**config.mk**
```make
export PLATFORM = sky130hd
export DESIGN_NAME = qtc_top
export DESIGN_NICKNAME = d
export VERILOG_FILES = /design/src/hw/qtc_pkg.sv /design/src/hw/qtc_chan.sv /design/src/hw/qtc_sync.sv /design/src/hw/qtc_top.sv
export SDC_FILE = /design/constraint.sdc
export NUM_CORES = 1
export LEC_CHECK = 0
export BUFFER_PORTS_ARGS = -buffer_cell sky130_fd_sc_hd__buf_2
export CORE_UTILIZATION = 40
export CTS_CLUSTER_DIAMETER = 30
export DETAILED_ROUTE_END_ITERATION = 10
export HOLD_SLACK_MARGIN = 0.02
export SETUP_SLACK_MARGIN = 0.02
export SLEW_MARGIN = 25
export SYNTH_ARGS = -nofsm -noshare
export SYNTH_HDL_FRONTEND = slang
export SYNTH_SLANG_ARGS = --single-unit
export TNS_END_PERCENT = 5
```
**constraint.sdc**
```tcl
create_clock -name pclk -period 2.2 [get_ports pclk]
set_clock_uncertainty 0.05 [all_clocks]
set_input_delay 0.11 -clock pclk [delete_from_list [all_inputs] [get_ports pclk]]
set_output_delay 0.11 -clock pclk [all_outputs]
set_load 0.01 [all_outputs]
```
**src/hw/qtc_pkg.sv**
```systemverilog
package qtc_pkg;

   // ----------------------------------------------------------------
   // register map (byte addresses)
   // ----------------------------------------------------------------
   localparam logic [7:0] CTRL_OFF = 8'h00;
   localparam logic [7:0] STATUS_OFF = 8'h04;
   localparam logic [7:0] MASK_OFF = 8'h08;
   localparam logic [7:0] STATE_OFF = 8'h0c;

   // ----------------------------------------------------------------
   // control register fields
   // ----------------------------------------------------------------
   localparam int CTRL_MODE_LSB = 0;
   localparam int CTRL_PAR_LSB = 2;
   localparam int CTRL_TXCK_LSB = 4;
   localparam int CTRL_HALF_BIT = 6;
   localparam int CTRL_RXCK_LSB = 7;
   localparam int CTRL_BIST_LSB = 12;
   localparam logic [31:0] CTRL_RESET = 32'h0000_0000;
   localparam logic [31:0] CTRL_WMASK = 32'h0000_f1ff;

   // ----------------------------------------------------------------
   // status / mask fields
   // ----------------------------------------------------------------
   localparam int STAT_PAR_LSB = 0;
   localparam int STAT_FAULT_LSB = 4;
   localparam int STAT_BIST_LSB = 8;
   localparam int STAT_W = 12;
   localparam logic [11:0] STATUS_RESET = 12'h000;
   localparam logic [11:0] MASK_RESET = 12'h000;

   // ----------------------------------------------------------------
   // three-level settings and character kinds
   // ----------------------------------------------------------------
   typedef enum logic [1:0] {
      QTC_SEL_LOW = 2'b00,
      QTC_SEL_MID = 2'b01,
      QTC_SEL_HIGH = 2'b10
   } qtc_sel_e;

   typedef enum logic [2:0] {
      QTC_KIND_DATA = 3'b000,
      QTC_KIND_SPECIAL = 3'b001,
      QTC_KIND_FILL = 3'b010,
      QTC_KIND_SYNC = 3'b011,
      QTC_KIND_RAW = 3'b100
   } qtc_kind_e;

   // ----------------------------------------------------------------
   // character constants and self-test timing (character periods)
   // ----------------------------------------------------------------
   localparam logic [7:0] C07_BYTE = 8'he0;
   localparam logic [9:0] BIST_CHARS = 10'h1ff;
   localparam logic [9:0] WS_CHARS = 10'h010;
   localparam logic [4:0] BIST_PULSE_SYNC = 5'h11;
   localparam logic [4:0] BIST_PULSE_PLAIN = 5'h01;
   localparam logic [1:0] REALIGN_SAMPLES = 2'h2;

endpackage

```
**src/hw/qtc_chan.sv**
```systemverilog
`timescale 1ns/100ps
module qtc_chan (
   // clock and reset
   input wire logic pclk,
   input wire logic presetn,
   // timing strobes
   input wire logic cap_tick,
   input wire logic ref_tick,
   // captured host character
   input wire logic [1:0] tx_char_control,
   input wire logic [7:0] tx_char_byte,
   input wire logic tx_odd_parity_in,
   input wire logic special_char_select,
   // configuration
   input wire logic [1:0] tx_encode_mode,
   input wire logic [1:0] parity_check_control,
   input wire logic rx_common,
   input wire logic bist_en,
   input wire logic pa_enable,
   input wire logic realign_clear,
   input wire logic pa_fault_event,
   // results
   output logic err_out,
   output logic char_valid,
   output logic [2:0] char_kind,
   output logic [9:0] char_bits,
   output logic par_event,
   output logic fault_event,
   output logic bist_event
);

   typedef struct packed {
      logic err;
      logic valid;
      logic [2:0] kind;
      logic [9:0] bits;
      logic par_pend;
      logic par_evt;
      logic fault;
      logic fault_evt;
      logic [9:0] bist_cnt;
      logic [4:0] pulse_cnt;
      logic bist_evt;
   } qtc_chan_s;

   qtc_chan_s st_q, st_d;

   logic enc_on;
   logic incl_ctl;
   logic par_bad;
   logic with_sync;
   logic wrap;
   logic fault_set;
   logic fault_clr;
   logic [9:0] last_cnt;
   logic [4:0] width;

   always_comb begin
      st_d = st_q;
      st_d.valid = 1'b0;
      st_d.par_evt = 1'b0;
      st_d.fault_evt = 1'b0;
      st_d.bist_evt = 1'b0;
      enc_on = tx_encode_mode != qtc_pkg::QTC_SEL_LOW;
      // bypassed characters are ten bits, so control joins the check
      incl_ctl = (parity_check_control == qtc_pkg::QTC_SEL_HIGH) || !enc_on;
      par_bad = (parity_check_control != qtc_pkg::QTC_SEL_LOW) && cap_tick &&
         !(^tx_char_byte ^ tx_odd_parity_in ^ (incl_ctl & ^tx_char_control));
      // ----------------------------------------------------------------
      // capture and classification
      // ----------------------------------------------------------------
      if (cap_tick) begin
         st_d.valid = 1'b1;
         if (par_bad) begin
            st_d.kind = qtc_pkg::QTC_KIND_SPECIAL;
            st_d.bits = {2'b00, qtc_pkg::C07_BYTE};
         end else if (!enc_on) begin
            st_d.kind = qtc_pkg::QTC_KIND_RAW;
            st_d.bits = {tx_char_control, tx_char_byte};
         end else begin
            st_d.bits = {2'b00, tx_char_byte};
            case (tx_char_control)
               2'b00: st_d.kind = qtc_pkg::QTC_KIND_DATA;
               2'b01: st_d.kind = qtc_pkg::QTC_KIND_SPECIAL;
               2'b10: st_d.kind = qtc_pkg::QTC_KIND_FILL;
               2'b11: begin
                  // select only steers in the mode that uses it
                  if (tx_encode_mode != qtc_pkg::QTC_SEL_MID || special_char_select) begin
                     st_d.kind = qtc_pkg::QTC_KIND_SYNC;
                  end else begin
                     st_d.kind = qtc_pkg::QTC_KIND_SPECIAL;
                  end
               end
               default: st_d.kind = qtc_pkg::QTC_KIND_DATA;
            endcase
         end
      end
      // ----------------------------------------------------------------
      // self-test progress
      // ----------------------------------------------------------------
      with_sync = rx_common && enc_on;
      last_cnt = with_sync ? (qtc_pkg::BIST_CHARS + qtc_pkg::WS_CHARS - 10'h001)
                           : (qtc_pkg::BIST_CHARS - 10'h001);
      width = with_sync ? qtc_pkg::BIST_PULSE_SYNC : qtc_pkg::BIST_PULSE_PLAIN;
      wrap = bist_en && ref_tick && (st_q.bist_cnt >= last_cnt);
      if (!bist_en) begin
         st_d.bist_cnt = 10'h000;
         st_d.pulse_cnt = 5'h00;
      end else if (ref_tick) begin
         if (wrap) begin
            st_d.bist_cnt = 10'h000;
            st_d.pulse_cnt = width - 5'h01;
            st_d.bist_evt = 1'b1;
         end else begin
            st_d.bist_cnt = st_q.bist_cnt + 10'h001;
            if (st_q.pulse_cnt != 5'h00) begin
               st_d.pulse_cnt = st_q.pulse_cnt - 5'h01;
            end
         end
      end
      // ----------------------------------------------------------------
      // phase-align fault, set wins over clear
      // ----------------------------------------------------------------
      fault_set = pa_enable && pa_fault_event;
      fault_clr = realign_clear || (st_q.valid && st_q.kind == qtc_pkg::QTC_KIND_SYNC);
      st_d.fault = fault_set || (st_q.fault && !fault_clr);
      st_d.fault_evt = fault_set && !st_q.fault;
      // ----------------------------------------------------------------
      // parity pulse on capture ticks, error output moved only on reference ticks
      // ----------------------------------------------------------------
      st_d.par_evt = par_bad;
      if (ref_tick) begin
         st_d.par_pend = 1'b0;
         st_d.err = st_q.par_pend || par_bad || wrap || (bist_en && st_q.pulse_cnt != 5'h00) ||
            st_q.fault;
      end else begin
         st_d.par_pend = st_q.par_pend || par_bad;
      end
   end

   always_ff @(posedge pclk or negedge presetn) begin
      if (!presetn) begin
         st_q <= '0;
      end else begin
         st_q <= st_d;
      end
   end

   assign err_out = st_q.err;
   assign char_valid = st_q.valid;
   assign char_kind = st_q.kind;
   assign char_bits = st_q.bits;
   assign par_event = st_q.par_evt;
   assign fault_event = st_q.fault_evt;
   assign bist_event = st_q.bist_evt;

endmodule

```
**src/hw/qtc_sync.sv**
```systemverilog
`timescale 1ns/100ps
module qtc_sync #(
   parameter int W = 1
) (
   // clock and reset
   input wire logic pclk,
   input wire logic presetn,
   // data
   input wire logic [W-1:0] async_in,
   output logic [W-1:0] sync_out
);

   typedef struct packed {
      logic [W-1:0] s1;
      logic [W-1:0] s2;
   } qtc_sync_s;

   qtc_sync_s st_q, st_d;

   initial begin
      if (W < 1) $error("qtc_sync width must be at least 1");
   end

   // first stage feeds only the second stage
   always_comb begin
      st_d = st_q;
      st_d.s1 = async_in;
      st_d.s2 = st_q.s1;
   end

   always_ff @(posedge pclk or negedge presetn) begin
      if (!presetn) begin
         st_q <= '0;
      end else begin
         st_q <= st_d;
      end
   end

   assign sync_out = st_q.s2;

endmodule

```
**src/hw/qtc_top.sv**
```systemverilog
`timescale 1ns/100ps
module qtc_top #(
   parameter int CHANNELS = 4
) (
   // apb clock and reset
   input wire logic pclk,
   input wire logic presetn,
   // apb slave
   input wire logic psel,
   input wire logic penable,
   input wire logic pwrite,
   input wire logic [7:0] paddr,
   input wire logic [31:0] pwdata,
   output logic [31:0] prdata,
   output logic pready,
   output logic pslverr,
   // host character bus, asynchronous to pclk
   input wire logic reference_clock_in,
   input wire logic [3:0] tx_input_clock,
   input wire logic [7:0] tx_char_control,
   input wire logic [31:0] tx_char_byte,
   input wire logic [3:0] tx_odd_parity_in,
   input wire logic special_char_select,
   input wire logic tx_phase_realign_n,
   // phase-align buffer faults, pclk domain pulses
   input wire logic [3:0] pa_fault_event,
   // encoder side
   output logic [3:0] enc_char_valid,
   output logic [11:0] enc_char_kind,
   output logic [39:0] enc_char_bits,
   output logic pa_buffer_enable,
   // status
   output logic [3:0] tx_char_error_out,
   output logic irq
);

   localparam int AW = 51;

   typedef struct packed {
      logic [31:0] ctrl;
      logic [11:0] status;
      logic [11:0] mask;
      logic [31:0] rdata;
      logic ready;
      logic slverr;
      logic irq;
      logic ref_prev;
      logic [3:0] clk_prev;
      logic special_char_select_cap;
      logic [1:0] low_cnt;
      logic realign_clr;
      logic pa_en;
   } qtc_top_s;

   qtc_top_s st_q, st_d;

   initial begin
      if (CHANNELS != 4) $error("qtc_top serves exactly four channels");
   end

   // ----------------------------------------------------------------
   // pin synchronisers
   // ----------------------------------------------------------------
   logic [AW-1:0] pins_s;
   logic ref_s;
   logic realign_n_s;
   logic special_char_select_s;
   logic [3:0] clk_s;
   logic [3:0] op_s;
   logic [7:0] ctl_s;
   logic [31:0] byte_s;

   qtc_sync #(
      .W(AW)
   ) u_sync (
      .pclk(pclk),
      .presetn(presetn),
      .async_in({tx_phase_realign_n, special_char_select, reference_clock_in, tx_input_clock,
                 tx_odd_parity_in, tx_char_control, tx_char_byte}),
      .sync_out(pins_s)
   );

   assign {realign_n_s, special_char_select_s, ref_s, clk_s, op_s, ctl_s, byte_s} = pins_s;

   // ----------------------------------------------------------------
   // configuration decode and clock edges
   // ----------------------------------------------------------------
   logic [1:0] enc_mode;
   logic [1:0] par_ctl;
   logic [1:0] txck_sel;
   logic half_rate;
   logic [1:0] rxck_sel;
   logic [3:0] bist_en;
   logic ref_rise;
   logic ref_fall;
   logic ref_tick;
   logic [3:0] clk_rise;
   logic [3:0] cap_tick;
   logic [3:0] special_char_select_ch;

   assign enc_mode = st_q.ctrl[qtc_pkg::CTRL_MODE_LSB +: 2];
   assign par_ctl = st_q.ctrl[qtc_pkg::CTRL_PAR_LSB +: 2];
   assign txck_sel = st_q.ctrl[qtc_pkg::CTRL_TXCK_LSB +: 2];
   assign half_rate = st_q.ctrl[qtc_pkg::CTRL_HALF_BIT];
   assign rxck_sel = st_q.ctrl[qtc_pkg::CTRL_RXCK_LSB +: 2];
   assign bist_en = st_q.ctrl[qtc_pkg::CTRL_BIST_LSB +: 4];

   assign ref_rise = ref_s && !st_q.ref_prev;
   assign ref_fall = !ref_s && st_q.ref_prev;
   assign ref_tick = ref_rise || (half_rate && ref_fall);
   assign clk_rise = clk_s & ~st_q.clk_prev;

   // ----------------------------------------------------------------
   // per-channel capture strobes and character checkers
   // ----------------------------------------------------------------
   logic [3:0] err_w;
   logic [3:0] par_evt_w;
   logic [3:0] fault_evt_w;
   logic [3:0] bist_evt_w;

   genvar g;
   generate
      for (g = 0; g < 4; g++) begin : g_chan
         // reference source samples on every reference tick, input clocks on their rising edge
         assign cap_tick[g] = (txck_sel == qtc_pkg::QTC_SEL_LOW) ? ref_tick :
                              (txck_sel == qtc_pkg::QTC_SEL_MID) ? clk_rise[g] : clk_rise[0];
         assign special_char_select_ch[g] = (txck_sel == qtc_pkg::QTC_SEL_MID && g != 0) ? st_q.special_char_select_cap
                                                                             : special_char_select_s;

         qtc_chan u_chan (
            .pclk(pclk),
            .presetn(presetn),
            .cap_tick(cap_tick[g]),
            .ref_tick(ref_tick),
            .tx_char_control(ctl_s[2*g +: 2]),
            .tx_char_byte(byte_s[8*g +: 8]),
            .tx_odd_parity_in(op_s[g]),
            .special_char_select(special_char_select_ch[g]),
            .tx_encode_mode(enc_mode),
            .parity_check_control(par_ctl),
            .rx_common(rxck_sel != qtc_pkg::QTC_SEL_MID),
            .bist_en(bist_en[g]),
            .pa_enable(st_q.pa_en),
            .realign_clear(st_q.realign_clr),
            .pa_fault_event(pa_fault_event[g]),
            .err_out(err_w[g]),
            .char_valid(enc_char_valid[g]),
            .char_kind(enc_char_kind[3*g +: 3]),
            .char_bits(enc_char_bits[10*g +: 10]),
            .par_event(par_evt_w[g]),
            .fault_event(fault_evt_w[g]),
            .bist_event(bist_evt_w[g])
         );
      end
   endgenerate

   // ----------------------------------------------------------------
   // control, realign, interrupt and apb slave
   // ----------------------------------------------------------------
   logic setup;
   logic access;
   logic mapped;
   logic [11:0] set_bits;
   logic [11:0] clr_bits;

   always_comb begin
      st_d = st_q;
      st_d.ref_prev = ref_s;
      st_d.clk_prev = clk_s;
      if (clk_rise[0]) begin
         st_d.special_char_select_cap = special_char_select_s;
      end
      st_d.pa_en = (txck_sel != qtc_pkg::QTC_SEL_LOW) || half_rate;
      // realign needs two consecutive low samples at reference rising edges
      st_d.realign_clr = 1'b0;
      if (!st_q.pa_en) begin
         st_d.low_cnt = 2'h0;
      end else if (ref_rise) begin
         if (realign_n_s) begin
            st_d.low_cnt = 2'h0;
         end else if (st_q.low_cnt != qtc_pkg::REALIGN_SAMPLES) begin
            st_d.low_cnt = st_q.low_cnt + 2'h1;
            st_d.realign_clr = (st_q.low_cnt + 2'h1) == qtc_pkg::REALIGN_SAMPLES;
         end
      end
      // apb: registered answer, access phase of one cycle with no wait state
      setup = psel && !penable;
      access = psel && penable && st_q.ready;
      mapped = (paddr == qtc_pkg::CTRL_OFF) || (paddr == qtc_pkg::STATUS_OFF) ||
               (paddr == qtc_pkg::MASK_OFF) || (paddr == qtc_pkg::STATE_OFF);
      st_d.ready = setup;
      st_d.slverr = setup && !mapped;
      if (setup) begin
         case (paddr)
            qtc_pkg::CTRL_OFF: st_d.rdata = st_q.ctrl;
            qtc_pkg::STATUS_OFF: st_d.rdata = {20'h00000, st_q.status};
            qtc_pkg::MASK_OFF: st_d.rdata = {20'h00000, st_q.mask};
            qtc_pkg::STATE_OFF: st_d.rdata = {27'h0000000, st_q.pa_en, err_w};
            default: st_d.rdata = 32'h0000_0000;
         endcase
      end
      if (access && pwrite && paddr == qtc_pkg::CTRL_OFF) begin
         st_d.ctrl = pwdata & qtc_pkg::CTRL_WMASK;
      end
      if (access && pwrite && paddr == qtc_pkg::MASK_OFF) begin
         st_d.mask = pwdata[11:0];
      end
      // a read clears what it returned; a new event in the same cycle survives
      clr_bits = (access && !pwrite && paddr == qtc_pkg::STATUS_OFF) ? st_q.rdata[11:0] : 12'h000;
      set_bits = {bist_evt_w, fault_evt_w, par_evt_w};
      st_d.status = (st_q.status & ~clr_bits) | set_bits;
      st_d.irq = |(st_d.status & st_d.mask);
   end

   always_ff @(posedge pclk or negedge presetn) begin
      if (!presetn) begin
         st_q <= '0;
         st_q.ctrl <= qtc_pkg::CTRL_RESET;
         st_q.status <= qtc_pkg::STATUS_RESET;
         st_q.mask <= qtc_pkg::MASK_RESET;
      end else begin
         st_q <= st_d;
      end
   end

   assign prdata = st_q.rdata;
   assign pready = st_q.ready;
   assign pslverr = st_q.slverr;
   assign irq = st_q.irq;
   assign pa_buffer_enable = st_q.pa_en;
   assign tx_char_error_out = err_w;

endmodule

```
Yosys cells after proc, flatten, opt, wreduce, memory -nomap -nowiden
Index checks and enable logic that the tools add are counted.
{ "classes": {"n_mux": 65, "eq_ne": 35, "magnitude_cmp": 4, "div": 0, "reduce_logical": 126, "n_mul": 0, "bitwise": 18, "add_sub_neg": 10, "n_shift": 0} }
{ "ops": {"columns": ["operator", "n"], "rows": [
  ["2-to-1 mux 15 bit", 8],
  ["2-to-1 mux 13 bit", 8],
  ["2-to-1 mux 16 bit", 4],
  ["case mux 16 bit (4 select lines)", 1],
  ["2-to-1 mux 14 bit", 4],
  ["logical AND 1 bit", 49],
  ["case mux 3 bit (4 select lines)", 4],
  ["adder 10 x 1 -> 10 bit (second input constant)", 4],
  [">= comparator 10 bit", 4],
  ["logical OR 1 bit", 32],
  ["XOR reduction 8 bit", 4],
  ["2-to-1 mux 5 bit", 5],
  ["subtractor 5 x 1 -> 5 bit (second input constant)", 5],
  ["bitwise AND 12 bit", 2],
  ["2-to-1 mux 12 bit", 2],
  ["2-to-1 mux 1 bit", 22],
  ["== test 2 bit (second input constant)", 10],
  ["nonzero test 5 bit", 4],
  ["logical NOT 1 bit", 18],
  ["== test 8 x 4 -> 1 bit (second input constant)", 2],
  ["!= test 3 x 1 -> 1 bit (second input constant)", 5],
  ["!= test 2 x 1 -> 1 bit (second input constant)", 7],
  ["== test 3 x 2 -> 1 bit (second input constant)", 4],
  ["inverter 12 bit", 1],
  ["18 further kinds", 49]
]} }
{ "word_totals": {"ff_bits": 324, "ramBits": 0, "romBits": 0, "in_bits": 100, "memories": 0, "elab_cells": 317, "latchBits": 0, "output_inout_bits": 96} }

Depth between registers and ports, before layout
{ "depth": {"depth_word": 11, "depth_mapped": 11, "mapped_depth_nobuf": 9} }

Modules after synthesis
Synthesis repeated with hierarchy kept, for this count alone.
{ "hier_totals": {"cells_unflattened": 1265, "hier_area_um2": 14143.6} }
{ "by_module_without_submodules": {"columns": ["module", "cells_each", "area_each_um2", "instances", "seq_area_each_um2"], "rows": [
  ["qtc_chan", 224, 2107.0, 4, 875.8],
  ["qtc_top", 267, 3163.0, 1, 1651.6],
  ["qtc_sync", 102, 2552.4, 1, 2552.4]
]} }

Worst setup path after synthesis
OpenSTA, ideal clock, no wires.
{ "synth_path": {"path_kind": "reg2reg", "from": "register st_q, in the netlist enc_mode[1]", "to": "register g_chan[1].u_chan.st_q[14] (netlist bit)", "synth_period_minus_slack_ns": 2.356, "t_required_ns": 2.068, "path_buffers": 2, "setup_slack_ns": -0.156, "path_stages_with_launch": 11, "setup_time_ns": 0.082, "arrival_time_ns": 2.224, "cell_sequence": "dfrtp_1 or2_1 buf_6 nand2_1 ha_1 and3_1 a211o_1 nor3b_4 buf_4 o21ai_1 a31oi_1"} }
{ "synth_between": {"elab_chain_len": 8} }
{ "synth_rtl": {"columns": ["item", "line_no", "source"], "rows": [
  ["start, declared", "qtc_top.sv:55", "qtc_top_s st_q, st_d;"],
  ["start signal, assigned", "qtc_top.sv:222", "st_q <= st_d;"],
  ["nonzero test 2 bit", "qtc_chan.sv:64", "enc_on = tx_encode_mode != qtc_pkg::QTC_SEL_LOW;"],
  ["logical AND 1 bit", "qtc_chan.sv:101", "with_sync = rx_common && enc_on;"],
  ["2-to-1 mux 10 bit", "qtc_chan.sv:102", "last_cnt = with_sync ? (qtc_pkg::BIST_CHARS + qtc_pkg::WS_CHARS - 10'h001)"],
  [">= comparator 10 bit", "qtc_chan.sv:105", "wrap = bist_en && ref_tick && (st_q.bist_cnt >= last_cnt);"],
  ["logical AND 1 bit", "qtc_chan.sv:105", null],
  ["2-to-1 mux 15 bit", "qtc_chan.sv:110", "if (wrap) begin"],
  ["2-to-1 mux 16 bit", "qtc_chan.sv:109", "end else if (ref_tick) begin"],
  ["2-to-1 mux 15 bit", "qtc_chan.sv:106", "if (!bist_en) begin"],
  ["end signal, assigned", "qtc_chan.sv:145", "st_q <= st_d;"],
  ["end, declared", "qtc_chan.sv:46", "qtc_chan_s st_q, st_d;"]
]} }
Every way passes these cells. The select of a mux whose other input is x is not followed.
A chain may end at the register's enable or synchronous reset.

Final worst setup path
{ "layout_path": {"from": "register st_q, in the netlist rxck_sel[1]", "to": "register g_chan[0].u_chan.st_q[14] (netlist bit)"} }
{ "layout_between": {"elab_chain_len": 8} }
{ "layout_rtl": {"columns": ["item", "line_no", "source"], "rows": [
  ["!= test 2 x 1 -> 1 bit", "qtc_top.sv:141", ".rx_common(rxck_sel != qtc_pkg::QTC_SEL_MID),"],
  ["logical AND 1 bit", "qtc_chan.sv:101", null],
  ["2-to-1 mux 10 bit", "qtc_chan.sv:102", null],
  [">= comparator 10 bit", "qtc_chan.sv:105", null],
  ["logical AND 1 bit", "qtc_chan.sv:105", null],
  ["2-to-1 mux 15 bit", "qtc_chan.sv:110", null],
  ["2-to-1 mux 16 bit", "qtc_chan.sv:109", null],
  ["2-to-1 mux 15 bit", "qtc_chan.sv:106", null],
  ["end signal, assigned", "qtc_chan.sv:145", null],
  ["end, declared", "qtc_chan.sv:46", null]
]} }
Every way passes these cells. The select of a mux whose other input is x is not followed.

==> load_flow_metrics.sql <==
INSERT INTO impl_metrics (metric_group, metric, value, unit) VALUES
('clock_network', 'cts.clk_slew.worst_paths', '0.05', 'ns'),
('timing', 'timing.final.ws_setup', '-0.0198', 'ns'),
('floorplanning', 'die_footprint', '34300', 'um2'),
('drt', 'antenna_violating_nets_left', '0', ''),
('power', 'leakage_power_figure', '0.00880', 'uW'),
('yosys', 'post_synth.cell_area_avg', '11.4', 'um2'),
('setup_path', 'timing_worst_setup_path_type', 'reg2reg', ''),
('placement', 'detailedPlacementHpwl', '21100', 'um'),
('setup_path', 'cp-start-kind', 'flop', ''),
('global_routing', 'antenna_found_initial', '2', ''),
('setup_path', 'path_cells', 'or2b_4, nand2_4, buf_4, ha_1, a41oi_2, o21ai_2, nor3b_4, buf_12, a41oi_1, a31oi_1', ''),
('setup_path', 'worst-path-buf-inv', '2', ''),
('global_routing', 'globalRouteTotalUtil', '19.4', '%'),
('floorplanning', 'fp.dieW', '185', 'um'),
('clock_network', 'cts_max_level', '3', ''),
('drt', 'drt_drc_violations_left', '0', ''),
('min_path', 'worst_min_delay_path_class', 'in2async', ''),
('timing', 'grt_setup_unrepaired', 'yes', ''),
('global_routing', 'residual_overflow_from_global_routing', '0', ''),
('yosys', 'yosys_warnings', '0', ''),
('timing', 'slew_headroom', '58.9', '%'),
('yosys', 'synth_cell_type_count', '71', ''),
('setup_path', 'critical-path-slowest-cell', 'dfrtp_1', ''),
('clock_network', 'clock_path_buffers', '3', ''),
('cells_and_area', 'finish.utilization', '56.1', '%'),
('placement', 'post-place-ws', '-0.141', 'ns'),
('global_routing', 'global_route_wire_length_before_repair', '51300', 'um'),
('timing', 'tightestPinTransition', '0.617', 'ns'),
('setup_path', 'worst_flop_to_flop_path_startpoint', 'rxck_sel[1]$_DFFE_PN0P_', ''),
('power', 'combPwrFrac', '5.6', '%'),
('setup_path', 'critical_path.endpoint_type', 'flop', ''),
('clock_network', 'ctsRootBufferMaster', 'clkbuf_16', ''),
('power', 'cellInternalPower', '14200', 'uW'),
('drt', 'iter_0_drt_violations', '480', ''),
('setup_path', 'crit_arrival', '2.64', 'ns'),
('clock_network', 'clk_latency', '0.56', 'ns'),
('setup_path', 'cp.required', '2.62', 'ns'),
('cells_and_area', 'post_route_cells_drive_above_1_share', '31.3', '%'),
('floorplanning', 'placement_rows', '66', ''),
('setup_path', 'worst_setup_path_startpoint', 'rxck_sel[1]$_DFFE_PN0P_', ''),
('floorplanning', 'dieHeight', '185', 'um'),
('clock_network', 'cts-buffers-inserted', '72', ''),
('power', 'power_frac_seq', '33.1', '%'),
('setup_path', 'timing.critical_path.slowest_cell_delay', '0.37', 'ns'),
('timing', 'setup-violations-final', '9', ''),
('setup_path', 'critical-path-top-delay-family', 'simple AND/OR/NAND/NOR gates', ''),
('power', 'powerDensity', '989', 'nW/um2'),
('drt', 'first_pass_iters', '5', ''),
('status', 'run_status', 'complete, but fails checks', ''),
('cells_and_area', 'syn_to_final_growth', '36.8', '%'),
('placement', 'io_buffer_count', '163', ''),
('global_routing', 'grt_max_degree', '71', ''),
('power', 'power_switching', '4010', 'uW'),
('yosys', 'dominantRegCellSynth', 'dfrtp_1', ''),
('power', 'total_power', '18200', 'uW'),
('setup_path', 'path_max_fanout', '17', ''),
('drt', 'wl_per_cell', '16.4', 'um'),
('yosys', 'synthesis.area', '13400', 'um2'),
('floorplanning', 'initial_core_utilization', '41.0', '%'),
('floorplanning', 'floorplan.core_area', '32800', 'um2'),
('global_routing', 'first_global_vias', '9814', ''),
('placement', 'routabilityCongestion', '0.830', ''),
('yosys', 'synth.yosys.seq_area_share', '57.3', '%'),
('cells_and_area', 'number_of_nets_in_the_layout', '1596', ''),
('timing', 'fin_crit', '2.22', 'ns'),
('clock_network', 'clock-sinks', '308', ''),
('timing', 'timing.fmax', '450', 'MHz'),
('yosys', 'post_synth_inst_count', '1182', ''),
('status', 'failing_checks', 'setup timing', ''),
('drt', 'drt_wl_total', '32300', 'um'),
('power', 'power.share.switching', '22.0', '%'),
('job', 'count_of_maximum_capacitance_violations', '0', ''),
('timing', 'final.period_utilization', '101', '%'),
('drt', 'route.vias.total', '9717', ''),
('yosys', 'synth_register_bits', '308', ''),
('power', 'max-vdd-ir-drop', '695', 'uV'),
('yosys', 'synth_async_reset_ratio', '100', '%'),
('drt', 'avgViaCountPerCell', '4.94', ''),
('power', 'pwr-share-clk', '61.4', '%'),
('floorplanning', 'num_io_pins', '196', ''),
('timing', 'slew_violations', '0', ''),
('clock_network', 'tritoncts', 'yes', ''),
('timing', 'final-hold-violation-count', '0', ''),
('yosys', 'synth_edf_count', '0', '');
## routing by layer
| layer | vias up | part of all wire, % | wire (um) | GRT usage [%] |
|---|---|---|---|---|
| li1 | 4627 | - | - | - |
| met5 | - | 0 | 0 | 0 |
| met2 | 250 | 46 | 15000 | 29.6 |
| met4 | 0 | 2.9 | 937 | 8.36 |
| met3 | 64 | 5.2 | 1700 | 5.11 |
| met1 | 4776 | 45 | 14700 | 25.9 |
## synthesized netlist by cell type (all sizes together), types with 20 or more instances
library cell / n / area share (%)
nand3: 33 / 1.2
nor2: 45 / 1.3
nand2b: 20 / 0.93
a21oi: 36 / 1.3
inv: 31 / 0.87
a31oi: 24 / 1.1
ha: 28 / 2.6
nor3: 21 / 1.1
buf: 109 / 6.0
o21ai: 89 / 3.4
mux2: 27 / 2.3
nand2: 154 / 4.3
dfrtp: 308 / 57
## final timing paths
check | to | slack, ns | cells after the start
setup / recovery | g_chan[0].u_chan.st_q[14]$_DFFE_PN0P_ | -0.02 | 10
hold / removal | prdata[13]$_DFFE_PN0P_ | 0.07 | 2
setup reg to reg | g_chan[0].u_chan.st_q[14]$_DFFE_PN0P_ | -0.02 | 10
hold reg to reg | u_sync.sync_out[0]$_DFF_PN0_ | 0.29 | 0
max in group asynchronous | g_chan[2].u_chan.char_bits[2]$_DFFE_PN0N_ | 1.22 | 3
min in group pclk | st_q[55]$_DFF_PN0_ | 0.11 | 5
## layout by cell type, fill, tap and decap left out, drive strengths merged, types with 9 or more instances in the layout
master / count
dlygate4sd3: 76
buf: 248
nor2b: 17
clkinvlp: 9
and3: 19
nor4: 9
clkinv: 18
nand3: 33
xnor2: 9
a21oi: 36
dfrtp: 308
conb: 16
a22o: 13
nand2b: 20
o21ai: 89
bufinv: 12
o31ai: 12
mux2: 27
inv: 40
ha: 28
or2: 13
clkbuf: 85
nor2: 45
a31oi: 24
a21boi: 17
nand3b: 19
nand2: 154
xnor3: 12
nor3: 21
## power groups by stage
stage | logic (uW) | clock network, uW | registers (uW)
floorplan | 633 | 0 | 6070
global placement | 886 | 0 | 6090
detailed placement | 892 | 0 | 6100
CTS | 1010 | 11300 | 6020
global route | 1120 | 11600 | 6040
finish | 1010 | 11200 | 6020
## repair_timing
item                                    in CTS  in global routing
hold buffers                                76                  0
pin swaps                                   10                 24
cloned                                       2                  1
buffers inserted                             5                  2
endpoints found under the hold margin      346                  0
resized for setup                           23                 58
endpoints found under the setup margin      54                 95
## cell type report
cell class / count / area, um2
Clock buffer: 85 / 1960
Sequential cell: 308 / 7710
Fill cell: 2691 / 14400
Antenna cell: 3 / 7.51
Tap cell: 442 / 553
Clock inverter: 44 / 616
Multi-Input combinational cell: 727 / 5040
Inverter: 35 / 135
Timing Repair Buffer: 324 / 2360
## cells by family after synthesis
| family | Yosys count | share of synthesized area (%) |
|---|---|---|
| and+or+nand+nor | 390 | 15.1 |
| xor gates and xnor gates | 26 | 2.92 |
| muxes | 38 | 3.60 |
| adders and majority gates | 28 | 2.61 |
| DFF | 308 | 57.3 |
| buffers and inverters | 162 | 7.65 |
| AOI/OAI and AO/OA | 229 | 10.7 |
| other | 1 | 0.0279 |
## flip-flops by register name, summed over array words and instances (netlist names), 12 cells and up
register / count
u_sync.sync_out: 51
prdata: 16
g_chan.u_chan.char_kind: 12
u_sync.st_d: 51
g_chan.u_chan.st_q: 68
g_chan.u_chan.char_bits: 40
st_q: 35
## through the flow
| step | hold WS, ns | TNS, ns | cell area [um2] | std cells |
|---|---|---|---|---|
| final | 0.0672 | -0.0742 | 18400 | 1968 |
| after floorplan | -0.236 | -0.0582 | 13500 | 1197 |
| after global routing | 0.0952 | -2.94 | 18400 | 1967 |
| after detailed placement | 0.0778 | -2.43 | 14700 | 1752 |
| after global placement | 0.0745 | -0.397 | 14700 | 1752 |
| after CTS | 0.0712 | -0.278 | 18200 | 1964 |
Power figures use the tool's default switching activity.
